### config.mk
export PLATFORM = sky130hd
export DESIGN_NAME = pct_cycle_timing
export DESIGN_NICKNAME = d
export VERILOG_FILES = /design/src/design/pct_pkg.sv /design/src/design/pct_cycle_timing.sv
export SDC_FILE = /design/constraint.sdc
export NUM_CORES = 1
export LEC_CHECK = 0
export ABC_AREA = 1
export BUFFER_PORTS_ARGS = -buffer_cell sky130_fd_sc_hd__buf_4
export CORE_ASPECT_RATIO = 0.5
export CORE_MARGIN = 2
export CORE_UTILIZATION = 50
export CTS_CLUSTER_DIAMETER = 120
export DETAILED_ROUTE_END_ITERATION = 8
export GPL_ROUTABILITY_DRIVEN = 0
export PLACE_DENSITY = 0.78
export SLEW_MARGIN = 20
export SYNTH_ARGS = -nofsm -noshare
export SYNTH_HDL_FRONTEND = slang
export SYNTH_SLANG_ARGS = --single-unit
export TNS_END_PERCENT = 50
### constraint.sdc
create_clock -name core_clk -period 1.7 [get_ports core_clk]
set_input_delay 0 -clock core_clk [delete_from_list [all_inputs] [get_ports core_clk]]
set_output_delay 0 -clock core_clk [all_outputs]
set_load 0.05 [all_outputs]
### src/design/pct_pkg.sv
// Constants for the card cycle timing generator
package pct_pkg;
  // Address setup counts in clocks
  localparam logic [4:0] SETUP_IO = 5'h03;
  localparam logic [4:0] SETUP_MEM_FAST = 5'h02;
  localparam logic [4:0] SETUP_MEM_SLOW = 5'h04;
  // Extra setup clocks before the strobe
  localparam logic [4:0] SETUP_EXTRA = 5'h02;
  // Command active counts, 8-bit cycles
  localparam logic [4:0] ACT8_BASE = 5'h13;
  localparam logic [4:0] ACT8_WAIT = 5'h17;
  localparam logic [4:0] ACT8_ZERO = 5'h07;
  // Command active counts, 16-bit memory cycles
  localparam logic [4:0] ACT16M_WS0 = 5'h09;
  localparam logic [4:0] ACT16M_WS1 = 5'h0d;
  localparam logic [4:0] ACT16M_WS2 = 5'h11;
  localparam logic [4:0] ACT16M_WS3 = 5'h17;
  localparam logic [4:0] ACT16M_ZERO = 5'h05;
  // Command active counts, 16-bit I/O cycles
  localparam logic [4:0] ACT16IO_BASE = 5'h07;
  localparam logic [4:0] ACT16IO_WAIT = 5'h0b;
  // Address hold counts in clocks
  localparam logic [4:0] HOLD_IO = 5'h02;
  localparam logic [4:0] HOLD_MEM_FAST = 5'h02;
  localparam logic [4:0] HOLD_MEM_SLOW = 5'h03;
  // Extra hold clocks after the strobe
  localparam logic [4:0] HOLD_EXTRA = 5'h01;
  // Cycle phases
  typedef enum logic [1:0] {PH_IDLE, PH_SETUP, PH_ACTIVE, PH_HOLD} pct_phase_e;
endpackage

### src/design/pct_cycle_timing.sv
// Card cycle timing generator: setup, strobe and hold sequencing
`timescale 1ns/100ps
`default_nettype none
module pct_cycle_timing (
  // Clock and reset
  input wire logic core_clk,
  input wire logic rst_n,
  // Request side
  input wire logic cycleStart,
  input wire logic cycleIsMem,
  input wire logic cycleIsWrite,
  input wire logic cycleIs16,
  input wire logic cycleAttr,
  input wire logic [25:0] cycleAddr,
  input wire logic [1:0] waitStateSelect,
  input wire logic zeroWaitSelect,
  output logic cycleBusy,
  output logic cycleDone,
  // Card side
  output logic [25:0] cardAddress,
  output logic cardAddrValid,
  output logic cardAttrSelect,
  output logic memReadStrobe_n,
  output logic memWriteStrobe_n,
  output logic ioReadStrobe_n,
  output logic ioWriteStrobe_n,
  input wire logic cardWait_n,
  input wire logic batteryDetectTwo,
  output logic speakerOutput
);
  // Reset release through two flops
  logic rstSync1_r, rstSync_r;
  always_ff @(posedge core_clk or negedge rst_n)
  begin
    if (!rst_n)
    begin
      rstSync1_r <= 1'b0;
      rstSync_r <= 1'b0;
    end
    else
    begin
      rstSync1_r <= 1'b1;
      rstSync_r <= rstSync1_r;
    end
  end

  // Pin synchronisers; first stage feeds only the second
  logic waitMeta_r, waitSync_r, bvdMeta_r, bvdSync_r;
  always_ff @(posedge core_clk or negedge rstSync_r)
  begin
    if (!rstSync_r)
    begin
      waitMeta_r <= 1'b1;
      waitSync_r <= 1'b1;
      bvdMeta_r <= 1'b1;
      bvdSync_r <= 1'b1;
    end
    else
    begin
      waitMeta_r <= cardWait_n;
      waitSync_r <= waitMeta_r;
      bvdMeta_r <= batteryDetectTwo;
      bvdSync_r <= bvdMeta_r;
    end
  end

  // Speaker follows battery detect two, registered
  always_ff @(posedge core_clk or negedge rstSync_r)
  begin
    if (!rstSync_r)
      speakerOutput <= 1'b1;
    else
      speakerOutput <= bvdSync_r;
  end

  // Interval selection from the request's wait settings
  logic [4:0] setupCnt, activeCnt, holdCnt;
  always_comb
  begin
    if (!cycleIsMem)
      setupCnt = pct_pkg::SETUP_IO;
    else if (waitStateSelect[1])
      setupCnt = pct_pkg::SETUP_MEM_SLOW;
    else
      setupCnt = pct_pkg::SETUP_MEM_FAST;
    if (!cycleIsMem)
      holdCnt = pct_pkg::HOLD_IO;
    else if (waitStateSelect[1])
      holdCnt = pct_pkg::HOLD_MEM_SLOW;
    else
      holdCnt = pct_pkg::HOLD_MEM_FAST;
    if (!cycleIs16)
    begin
      // I/O uses bit 0 only; memory any nonzero code
      if ((cycleIsMem ? |waitStateSelect : waitStateSelect[0]))
        activeCnt = pct_pkg::ACT8_WAIT;
      else if (zeroWaitSelect)
        activeCnt = pct_pkg::ACT8_ZERO;
      else
        activeCnt = pct_pkg::ACT8_BASE;
    end
    else if (!cycleIsMem)
      // Zero-wait is ignored for 16-bit I/O
      activeCnt = waitStateSelect[0] ? pct_pkg::ACT16IO_WAIT
                                     : pct_pkg::ACT16IO_BASE;
    else
    begin
      unique case (waitStateSelect)
        2'h0: activeCnt = zeroWaitSelect ? pct_pkg::ACT16M_ZERO
                                         : pct_pkg::ACT16M_WS0;
        2'h1: activeCnt = pct_pkg::ACT16M_WS1;
        2'h2: activeCnt = pct_pkg::ACT16M_WS2;
        2'h3: activeCnt = pct_pkg::ACT16M_WS3;
      endcase
    end
  end

  // Phase machine counting whole clocks per interval
  pct_pkg::pct_phase_e phase_r;
  logic [4:0] count_r, holdLoad_r, activeLoad_r;
  logic isMem_r, isWrite_r;
  logic lastCount;
  assign lastCount = (count_r == 5'h01);
  always_ff @(posedge core_clk or negedge rstSync_r)
  begin
    if (!rstSync_r)
    begin
      phase_r <= pct_pkg::PH_IDLE;
      count_r <= 5'h00;
      holdLoad_r <= 5'h00;
      activeLoad_r <= 5'h00;
      isMem_r <= 1'b0;
      isWrite_r <= 1'b0;
    end
    else
    begin
      unique case (phase_r)
        pct_pkg::PH_IDLE:
          if (cycleStart)
          begin
            phase_r <= pct_pkg::PH_SETUP;
            // Setup padded by two clocks so address leads strobe
            count_r <= 5'(setupCnt + pct_pkg::SETUP_EXTRA);
            activeLoad_r <= activeCnt;
            holdLoad_r <= 5'(holdCnt + pct_pkg::HOLD_EXTRA);
            isMem_r <= cycleIsMem;
            isWrite_r <= cycleIsWrite;
          end
        pct_pkg::PH_SETUP:
          if (lastCount)
          begin
            phase_r <= pct_pkg::PH_ACTIVE;
            count_r <= activeLoad_r;
          end
          else
            count_r <= count_r - 5'h01;
        pct_pkg::PH_ACTIVE:
          // Card wait freezes the count at its last clock
          if (lastCount && waitSync_r)
          begin
            phase_r <= pct_pkg::PH_HOLD;
            count_r <= holdLoad_r;
          end
          else if (!lastCount)
            count_r <= count_r - 5'h01;
        pct_pkg::PH_HOLD:
          if (lastCount)
            phase_r <= pct_pkg::PH_IDLE;
          else
            count_r <= count_r - 5'h01;
      endcase
    end
  end

  // Address and attribute latched for the whole cycle
  always_ff @(posedge core_clk or negedge rstSync_r)
  begin
    if (!rstSync_r)
    begin
      cardAddress <= 26'h0000000;
      cardAttrSelect <= 1'b0;
    end
    else if (phase_r == pct_pkg::PH_IDLE && cycleStart)
    begin
      cardAddress <= cycleAddr;
      cardAttrSelect <= cycleAttr;
    end
  end

  // Strobes and status decoded from the phase
  logic strobeOn;
  assign strobeOn = (phase_r == pct_pkg::PH_ACTIVE);
  assign memReadStrobe_n = !(strobeOn && isMem_r && !isWrite_r);
  assign memWriteStrobe_n = !(strobeOn && isMem_r && isWrite_r);
  assign ioReadStrobe_n = !(strobeOn && !isMem_r && !isWrite_r);
  assign ioWriteStrobe_n = !(strobeOn && !isMem_r && isWrite_r);
  assign cardAddrValid = (phase_r != pct_pkg::PH_IDLE);
  assign cycleBusy = (phase_r != pct_pkg::PH_IDLE);
  assign cycleDone = (phase_r == pct_pkg::PH_HOLD) && lastCount;

  // Request settings kept for the checks; the datapath does not keep them
  logic chkIs16_r, chkZw_r;
  logic [1:0] chkWs_r;
  always_ff @(posedge core_clk or negedge rstSync_r)
  begin
    if (!rstSync_r)
    begin
      chkIs16_r <= 1'b0;
      chkZw_r <= 1'b0;
      chkWs_r <= 2'h0;
    end
    else if (phase_r == pct_pkg::PH_IDLE && cycleStart)
    begin
      chkIs16_r <= cycleIs16;
      chkZw_r <= zeroWaitSelect;
      chkWs_r <= waitStateSelect;
    end
  end
  // Setup clocks of this cycle, still standing on the first strobe clock
  logic [4:0] runLen_r;
  always_ff @(posedge core_clk or negedge rstSync_r)
  begin
    if (!rstSync_r)
      runLen_r <= 5'h00;
    else if (phase_r == pct_pkg::PH_SETUP)
      runLen_r <= runLen_r + 5'h01;
    else
      runLen_r <= 5'h00;
  end
endmodule
`default_nettype wire

==> flow_metrics.env, run 1 <==
export IMPL_synth_edff_count=0
export IMPL_synth_compound_area_share_pct=6.51
export IMPL_criticalPathCategory="reg -> out"
export IMPL_status="completed"
export IMPL_synthFlopType="dfrtp_1"
export IMPL_clock_sinks=50
export IMPL_antenna_left=0
export IMPL_r2r_slack_ns=0.14
export IMPL_synth_simple_area_share_pct=28.8
export IMPL_ir_worst_vdd_mv=1.18
export IMPL_dp_hpwl_um=3730
export IMPL_wirelength_um=5780
export IMPL_antenna_found_initial=0
export IMPL_clk_pin_slew_ns=0.09
export IMPL_synth_xor_area_share_pct=0.383
export IMPL_p_per_area_mw_per_mm2=1960
export IMPL_arrival_ns=1.61
export IMPL_num_rows=17
export IMPL_yosysTopAreaCellShare_pct=49.2
export IMPL_clkLatencyLatePin_ns=0.30
export IMPL_synth_top_family_by_area="simple AND/OR/NAND/NOR gates"
export IMPL_finish_utilization_pct=76.8
export IMPL_hold_depth=3
export IMPL_finalHoldViolations=0
export IMPL_drc=0
export IMPL_setup_viol=0
export IMPL_holdPathEnd="activeLoad_r[2]$_DFFE_PN0P_"
export IMPL_layout_common_cells="122 x nand2_1, 74 x buf_4, 44 x dfrtp_1"
export IMPL_syn_area_mm2=0.00229
export IMPL_hp_start="waitStateSelect[0]"
export IMPL_synth_area_leaders="dfrtp_1 49%, nand2_1 20%, dfstp_2 5.7%, ha_1 3.8%, inv_1 3.1%"
export IMPL_cp_buffers_inverters=3
export IMPL_synthAdderAreaFrac_pct=3.83
export IMPL_cp_end_kind="output pin"
export IMPL_cts_made_buffers=5
export IMPL_num_vias=2113
export IMPL_worst_hold_path_type="in -> reg"
export IMPL_vias_per_cell=4.79
export IMPL_switching_share_pct=49.9
export IMPL_timing_slew_headroom_pct=60.6
export IMPL_layout_nets=428
export IMPL_cts_tree="yes"
export IMPL_max_cap_violations=0
export IMPL_final_layout_size_suffix_gt1_share_pct=26.8
export IMPL_start_util_pct=52.0
export IMPL_period_minus_slack_ns=1.61
export IMPL_worstMarginPinSlew_ns=0.591
export IMPL_avgRoutedWirePerCell_um=13.1
export IMPL_drt_first_pass_iters=4
export IMPL_synthMuxAreaShare_pct=0
export IMPL_path_cells="inv_1, ha_1, inv_1, nor2_4, nand2_4, nor2_2, buf_6"
export IMPL_crit_top_cell="inv_1"
export IMPL_die_height_um=51.8
export IMPL_leakage_nw=1.78
export IMPL_die_w_um=99.7
export IMPL_slew_violations=0
export IMPL_overflow=0
export IMPL_worst_ep_required_time_ns=1.70
export IMPL_seq_power_share_pct=30.3
export IMPL_layout_commonest_cell="nand2_1"
export IMPL_async_flop_share_pct=100
export IMPL_worstReg2RegEnd="count_r[1]$_DFFE_PN0N_"
export IMPL_syn_inst=272
export IMPL_grt_usage_pct=24.4
export IMPL_n_antenna_cell=0
export IMPL_syn_avg_cell_area_um2=8.41
export IMPL_critPathMaxFanout=10
export IMPL_first_global_vias=2164
export IMPL_clockBufferDepth=2
export IMPL_design_portCount=73
export IMPL_synth_seq_cells=50
export IMPL_rsz0062_at_grt="no"
export IMPL_areaGrowthSynthToFinish_pct=47.8
export IMPL_synth_seq_area_share_pct=54.9
export IMPL_cts_htree_levels=2
export IMPL_grt_max_degree=49
export IMPL_die_area_mm2=0.00517
export IMPL_p_comb_share_pct=57.1
export IMPL_core_mm2=0.00440
export IMPL_yosysUniqueCellTypes=31
export IMPL_skew_ns=0.00696
export IMPL_slowest_delay_ns=0.40
export IMPL_synth_top_area_cell="dfrtp_1"
export IMPL_cp_start_kind="flop"
export IMPL_reg2reg_depth=11
export IMPL_crit_family="simple AND/OR/NAND/NOR gates"
export IMPL_power_frac_clock_pct=12.6
export IMPL_timing_setup_tns_ns=0
export IMPL_yosys_warnings=0
export IMPL_power_internal_mw=3.33
export IMPL_postSynthNetCount=317
export IMPL_cts_root_buffer="clkbuf_8"
export IMPL_portBuffers=72
export IMPL_drt_initial_drc_count=109
export IMPL_r2r_start="count_r[1]$_DFFE_PN0N_"
export IMPL_period_share_pct=94.7
export IMPL_p_switching_mw=3.31
export IMPL_fmax_mhz=621
export IMPL_grt_first_pass_wirelength_um=9820
export IMPL_slowest_stage="dfrtp_1"
==> synth_stat cells (3+ instances only) <==
master	number
inv_2	3
ha_1	7
nand2_2	3
nand3_1	11
o21ai_1	5
dfstp_2	5
a21oi_1	3
nor2_1	15
dfrtp_1	45
nand2_1	122
inv_1	19
buf_2	5
o21ai_0	9
==> worst max-delay path by stage <==
stage,start,to,slack [ns],cells after the start
global route,phase_r[1]$_DFFE_PN0P_,activeLoad_r[3]$_DFFE_PN0P_,0.003,6
CTS,count_r[1]$_DFFE_PN0N_,cycleDone,0.06,7
finish,count_r[1]$_DFFE_PN0N_,cycleDone,0.09,7
floorplan,phase_r[0]$_DFFE_PN0P_,count_r[2]$_DFFE_PN0N_,0.07,8
global placement,count_r[1]$_DFFE_PN0N_,count_r[0]$_DFFE_PN0N_,0.25,11
detailed placement,phase_r[1]$_DFFE_PN0P_,activeLoad_r[3]$_DFFE_PN0P_,0.17,6
==> stage by stage <==
| stage | std cells | power, mW | hold WS [ns] | setup slack [ns] | instance area [um2] |
|---|---|---|---|---|---|
| floorplan | 272 | 4.65 | -0.296 | 0.0680 | 2290 |
| global placement | 396 | 5.60 | -0.218 | 0.246 | 2900 |
| detailed placement | 396 | 5.69 | -0.211 | 0.172 | 2900 |
| CTS | 439 | 6.61 | 0.00317 | 0.0634 | 3360 |
| global route | 441 | 7.09 | 0.0418 | 0.00267 | 3380 |
| finish | 441 | 6.63 | 0.00790 | 0.0902 | 3380 |
==> power groups by stage <==
stage	registers, mW	logic, mW	clock network (mW)
after global placement	1.99	3.61	0
after CTS	2.00	3.76	0.855
final	2.01	3.79	0.833
after global routing	2.06	4.12	0.911
after floorplan	3.04	1.62	0
after detailed placement	2.01	3.69	0
==> final cells by class <==
class                      instances  area [um2]
tap                               57        71.3
fill                             281        1020
clock buffer                       5        68.8
timing repair buffer             112         947
inverter                          22        82.6
clock inverter                     3        43.8
sequential                        50        1260
multi-input combinational        192         911
==> kinds of logic after synthesis <==
family          count (synthesis)
compound gates                 25
xor+xnor                        1
fa+ha+maj                       7
buf+inv                        30
flops                          50
other cells                     1
simple gates                  158
==> registers in the layout (all words and copies together) (netlist names) <==
signal / flops
waitSync_r: 1
rstSync_r: 1
bvdSync_r: 1
bvdMeta_r: 1
waitMeta_r: 1
isWrite_r: 1
activeLoad_r: 5
rstSync1_r: 1
isMem_r: 1
count_r: 5
cardAddress: 26
holdLoad_r: 2
phase_r: 2
cardAttrSelect: 1
speakerOutput: 1
==> worst reg2reg max path: stages, from the launching register on <==
cell and delay (ns):
dfrtp_1 0.40, inv_1 0.11, ha_1 0.16, inv_1 0.07, nor2_4 0.18, nand3_4 0.12, nand2_2 0.12, nand2_2 0.07
nand2_1 0.06, nand3b_1 0.08, nand2_1 0.06, nand2_1 0.04
==> metal layers <==
metal | track usage (%) | part of all wire (%)
met2 | 46.5 | 53
met3 | 4.17 | 3.7
met5 | 0 | 0
met4 | 4.57 | 0.29
met1 | 30.0 | 43
==> repair_timing <==
| item | in CTS | in global routing |
|---|---|---|
| endpoints found under the hold margin | 37 | 2 |
| hold buffers | 35 | 1 |
| endpoints found under the setup margin | 0 | 1 |
| buffers inserted | 0 | 1 |
| gates resized for setup | 0 | 3 |
No activity file was read; power rests on OpenSTA's default activity.
==> run 2, diff against run 1 <==
- CORE_MARGIN: 2 -> unset
==> flow_metrics.env, run 2 (synthesized netlist as in run 1, its figures left out) <==
export IMPL_status="completed"
export IMPL_num_rows=16
export IMPL_worst_ep_required_time_ns=1.70
export IMPL_layout_common_cells="122 x nand2_1, 74 x buf_4, 44 x dfrtp_1"
export IMPL_multiInputGateArea_um2=911
export IMPL_antenna_found_initial=0
export IMPL_grt_usage_pct=27.6
export IMPL_clockBufferDepth=2
export IMPL_drc=0
export IMPL_max_cap_violations=0
export IMPL_overflow=0
export IMPL_slew_violations=0
export IMPL_worstMarginPinSlew_ns=0.501
export IMPL_portBuffers=72
export IMPL_layout_commonest_cell="nand2_1"
export IMPL_nFillCells=266
export IMPL_timing_setup_tns_ns=0
export IMPL_grt_max_degree=33
export IMPL_antenna_left=0
export IMPL_setup_viol=0
export IMPL_num_vias=2152
export IMPL_period_minus_slack_ns=1.61
export IMPL_first_global_vias=2217
export IMPL_top_register="cardAddress"
export IMPL_start_util_pct=55.2
export IMPL_holdPathEnd="activeLoad_r[1]$_DFFE_PN0P_"
export IMPL_cp_start_kind="flop"
export IMPL_arrival_ns=1.61
export IMPL_r2r_start="phase_r[0]$_DFFE_PN0P_"
export IMPL_dp_hpwl_um=3830
export IMPL_dp_slack_ns=0.142
export IMPL_clock_sinks=50
export IMPL_areaGrowthSynthToFinish_pct=47.0
export IMPL_final_layout_size_suffix_gt1_share_pct=27.2
export IMPL_cts_tree="yes"
export IMPL_design_portCount=73
export IMPL_clk_pin_slew_ns=0.09
export IMPL_grt_first_pass_wirelength_um=10300
export IMPL_leakage_nw=1.76
export IMPL_fmax_mhz=619
export IMPL_reg_top3="cardAddress: 26 flops, activeLoad_r: 5 flops, count_r: 5 flops"
export IMPL_drt_first_pass_iters=4
export IMPL_skew_ns=0.00425
export IMPL_wirelength_um=6050
export IMPL_timing_slew_headroom_pct=66.6
export IMPL_r2r_slack_ns=0.13
export IMPL_n_antenna_cell=0
export IMPL_vias_per_cell=4.92
export IMPL_core_mm2=0.00414
export IMPL_seq_area_mm2=0.00126
export IMPL_clkLatencyLatePin_ns=0.30
export IMPL_worst_slack_ns=0.0853
export IMPL_cts_root_buffer="clkbuf_8"
export IMPL_rsz0062_at_grt="no"
export IMPL_reg2reg_depth=8
export IMPL_ir_worst_vdd_mv=1.27
export IMPL_finish_utilization_pct=81.2
export IMPL_hold_depth=3
export IMPL_die_height_um=49.8
export IMPL_largest_reg_flops=26
export IMPL_period_share_pct=95.0
export IMPL_critPathMaxFanout=10
export IMPL_hp_start="waitStateSelect[1]"
export IMPL_cts_htree_levels=2
export IMPL_finalHoldViolations=0
export IMPL_cp_end_kind="output pin"
export IMPL_die_w_um=97.7
export IMPL_worstReg2RegEnd="count_r[2]$_DFFE_PN0N_"
export IMPL_layout_nets=427
export IMPL_drt_initial_drc_count=81
export IMPL_die_area_mm2=0.00487
export IMPL_avgRoutedWirePerCell_um=13.9
export IMPL_cts_made_buffers=5
export IMPL_criticalPathCategory="reg -> out"
export IMPL_worst_hold_path_type="in -> reg"
export IMPL_p_per_area_mw_per_mm2=1960
==> run 2: worst max-delay path by stage <==
stage / cells after the start / start / endpoint / slack [ns]
2_1_floorplan: 8 / phase_r[0]$_DFFE_PN0P_ / count_r[2]$_DFFE_PN0N_ / 0.07
3_3_place_gp: 11 / count_r[1]$_DFFE_PN0N_ / count_r[1]$_DFFE_PN0N_ / 0.22
3_5_place_dp: 11 / count_r[1]$_DFFE_PN0N_ / count_r[1]$_DFFE_PN0N_ / 0.14
4_1_cts: 7 / count_r[1]$_DFFE_PN0N_ / cycleDone / 0.07
5_1_grt: 8 / phase_r[0]$_DFFE_PN0P_ / phase_r[1]$_DFFE_PN0P_ / 0.003
6_report: 7 / count_r[1]$_DFFE_PN0N_ / cycleDone / 0.09
==> run 2: power breakdown <==
part	switching, mW	total (mW)	internal, mW
clock	0.399	0.727	0.328
sequential	0.349	2.03	1.68
combinational	2.61	3.82	1.21
total	3.36	6.58	3.22
==> run 2: per-layer routing <==
layer,up-vias,GRT usage (%),part of all wire [%]
met1,1024,35.0,42
met3,12,6.67,4.9
met5,-,0,0
met4,0,8.84,1.6
met2,58,47.4,52
li1,1058,-,-
==> run 2: area by class of cell <==
class	instances	area share [%]
flip-flops and latches	50	37.4
repair buffers	111	28.1
inverters	22	2.53
clock inverters	2	0.372
well taps	54	2.01
multi-input cells	192	27.1
clock buffers	6	2.46
==> run 2: per-stage QoR <==
stage / std cells / area (um2) / power, mW / hold WS [ns]
after floorplan: 272 / 2290 / 4.65 / -0.296
after global routing: 437 / 3360 / 7.01 / 0.0119
final: 437 / 3360 / 6.58 / 0.00844
after global placement: 393 / 2910 / 5.60 / -0.217
after CTS: 436 / 3350 / 6.51 / 0.000209
after detailed placement: 393 / 2910 / 5.71 / -0.215
==> run 2: timing repair <==
action,4_1_cts,5_1_grt
hold endpoints to repair,35,0
gates resized for setup,0,4
hold buffers,35,0
buffers inserted,0,1
endpoints found under the setup margin,0,10
==> run 2: critical path, cell delays in order, from the launching register on <==
cell and delay [ns]:
dfrtp_1 0.41, inv_2 0.09, ha_1 0.14, inv_1 0.07, nor2_4 0.18, nand2_4 0.12
nor2_1 0.10, buf_4 0.20
==> run 3, diff against run 2 <==
--- a/config.mk
+++ b/config.mk
@@ -10,3 +10,3 @@
 export CORE_ASPECT_RATIO = 0.5
-export CORE_UTILIZATION = 50
+export CORE_UTILIZATION = 40
 export CTS_CLUSTER_DIAMETER = 120
@@ -14,4 +14,3 @@
 export GPL_ROUTABILITY_DRIVEN = 0
-export PLACE_DENSITY = 0.78
-export SLEW_MARGIN = 20
+export PLACE_DENSITY = 0.64
 export SYNTH_ARGS = -nofsm -noshare
==> constraint.sdc (replaced) <==
create_clock -name core_clk -period 1.7 [get_ports core_clk]
set_input_delay 0.17 -clock core_clk [delete_from_list [all_inputs] [get_ports core_clk]]
set_output_delay 0.17 -clock core_clk [all_outputs]
set_load 0.05 [all_outputs]
==> flow_metrics.env, run 3 (synthesized netlist as in run 1, its figures left out) <==
export IMPL_status="completed"
export IMPL_cp_end_kind="output pin"
export IMPL_path_cells="inv_1, ha_2, nand3_1, buf_4"
export IMPL_slowest_delay_ns=0.42
export IMPL_skew_ns=0.00838
export IMPL_p_comb_share_pct=55.3
export IMPL_cp_start_kind="flop"
export IMPL_grt_first_pass_wirelength_um=9090
export IMPL_max_cap_violations=0
export IMPL_p_per_area_mw_per_mm2=2160
export IMPL_power_internal_mw=3.49
export IMPL_num_rows=19
export IMPL_switching_share_pct=49.0
export IMPL_areaGrowthSynthToFinish_pct=38.4
export IMPL_r2r_start="phase_r[0]$_DFFE_PN0P_"
export IMPL_arrival_ns=1.46
export IMPL_timing_setup_tns_ns=0
export IMPL_reg2reg_depth=8
export IMPL_start_util_pct=41.7
export IMPL_first_global_vias=1977
export IMPL_hold_depth=3
export IMPL_layout_nets=399
export IMPL_top_register="cardAddress"
export IMPL_slowest_stage="dfrtp_1"
export IMPL_grt_usage_pct=19.8
export IMPL_p_switching_mw=3.36
export IMPL_design_portCount=73
export IMPL_whs_ns=0.0605
export IMPL_drt_first_pass_iters=7
export IMPL_slew_violations=0
export IMPL_ir_worst_vdd_mv=1.17
export IMPL_reg_top3="cardAddress: 26 flops, activeLoad_r: 5 flops, count_r: 5 flops"
export IMPL_timing_slew_headroom_pct=66.1
export IMPL_cts_made_buffers=5
export IMPL_grt_use_met2_pct=31.8
export IMPL_portBuffers=72
export IMPL_globalRoute_busiestLayer="met2"
export IMPL_hp_start="cycleAddr[10]"
export IMPL_core_mm2=0.00549
export IMPL_nFillCells=507
export IMPL_worst_hold_path_type="in -> reg"
export IMPL_n_antenna_cell=0
export IMPL_drt_initial_drc_count=134
export IMPL_avgRoutedWirePerCell_um=12.4
export IMPL_cp_buffers_inverters=2
export IMPL_crit_family="flip-flops"
export IMPL_cts_tree="yes"
export IMPL_holdPathEnd="cardAddress[10]$_DFFE_PN0P_"
export IMPL_final_layout_size_suffix_gt1_share_pct=31.0
export IMPL_r2r_slack_ns=0.15
export IMPL_clockBufferDepth=2
export IMPL_die_w_um=109
export IMPL_antenna_left=0
export IMPL_leakage_nw=1.68
export IMPL_worstReg2RegEnd="count_r[2]$_DFFE_PN0N_"
export IMPL_rsz0062_at_grt="yes"
export IMPL_criticalPathCategory="reg -> out"
export IMPL_largest_reg_flops=26
export IMPL_wirelength_um=5330
export IMPL_drc=0
export IMPL_cts_htree_levels=2
export IMPL_overflow=0
export IMPL_worstMarginPinSlew_ns=0.508
export IMPL_fmax_mhz=613
export IMPL_clk_pin_slew_ns=0.07
export IMPL_met3_usage_pct=5.90
export IMPL_dp_hpwl_um=3930
export IMPL_die_area_mm2=0.00605
export IMPL_grt_max_degree=28
export IMPL_period_share_pct=96.0
export IMPL_layout_commonest_cell="nand2_1"
export IMPL_period_minus_slack_ns=1.63
export IMPL_layout_common_cells="122 x nand2_1, 77 x buf_4, 43 x dfrtp_1"
export IMPL_die_height_um=55.5
export IMPL_use_met1_pct=24.9
export IMPL_num_vias=2009
export IMPL_clock_sinks=50
export IMPL_setup_viol=0
export IMPL_clkLatencyLatePin_ns=0.30
export IMPL_critPathMaxFanout=10
export IMPL_vias_per_cell=4.69
export IMPL_power_frac_clock_pct=15.2
export IMPL_seq_power_share_pct=29.5
export IMPL_finalHoldViolations=0
export IMPL_worst_ep_required_time_ns=1.53
export IMPL_antenna_found_initial=0
export IMPL_cts_root_buffer="clkbuf_16"
## run 3: cell count changes in the layout (fill, tap and decap cells not counted), sizes merged
cell / before / now
inv: 22 / 23
dlygate4sd3: 35 / 3
clkinv: 1 / 0
buf: 76 / 80
## run 3: metal layers
layer	wire (um)	share of wire (%)
met3	266	5.0
met4	101	1.9
met5	0	0
met1	2310	43
met2	2650	50
## run 3: worst max path at each step
stage	from	to	slack (ns)	cells after the start
final	phase_r[0]$_DFFE_PN0P_	ioWriteStrobe_n	0.07	4
after global routing	phase_r[0]$_DFFE_PN0P_	memWriteStrobe_n	-0.03	4
after CTS	count_r[0]$_DFFE_PN0N_	cycleDone	0.02	6
after detailed placement	phase_r[0]$_DFFE_PN0P_	count_r[2]$_DFFE_PN0N_	0.18	8
after global placement	count_r[1]$_DFFE_PN0N_	count_r[0]$_DFFE_PN0N_	0.24	11
after floorplan	phase_r[0]$_DFFE_PN0P_	count_r[2]$_DFFE_PN0N_	0.07	8
## run 3: power by group through the flow
stage	logic, mW	clock network, mW	registers, mW
5_1_grt	4.12	1.12	2.08
6_report	3.79	1.04	2.02
3_3_place_gp	3.64	0	2.00
4_1_cts	3.73	1.06	2.02
2_1_floorplan	1.62	0	3.04
3_5_place_dp	3.70	0	2.03
## run 3: layout make-up
cell class	instances	area, um2	share of cell area [%]
Multi-Input combinational cell	192	918	29.0
Clock buffer	6	139	4.39
Tap cell	73	91.3	2.88
Sequential cell	50	1260	39.8
Clock inverter	2	16.3	0.514
Inverter	22	82.6	2.61
Timing Repair Buffer	83	659	20.8
## run 3: tightest hold or removal path: cells and delay by family
family                 cells  cell delay, ns
and+or+nand+nor            2            0.08
buffers and inverters      1            0.07
## run 3: what timing repair did
item | in CTS | in global routing
hold endpoints to repair | 4 | 0
resized for setup | 3 | 2
pin swaps | 1 | 1
setup buffers | 1 | 2
endpoints found under the setup margin | 4 | 6
gates cloned | 0 | 0
hold buffers | 3 | 0
## run 3: metrics by stage
stage               utilization [%]  instance area, um2  power (mW)  std cells  worst slack (ns)
CTS                            57.1                3130        6.82        426            0.0180
global route                   57.7                3170        7.32        428           -0.0252
finish                         57.7                3170        6.85        428            0.0678
detailed placement             53.4                2930        5.72        414             0.182
global placement               53.4                2930        5.65        414             0.235
floorplan                         -                2290        4.66        272            0.0680
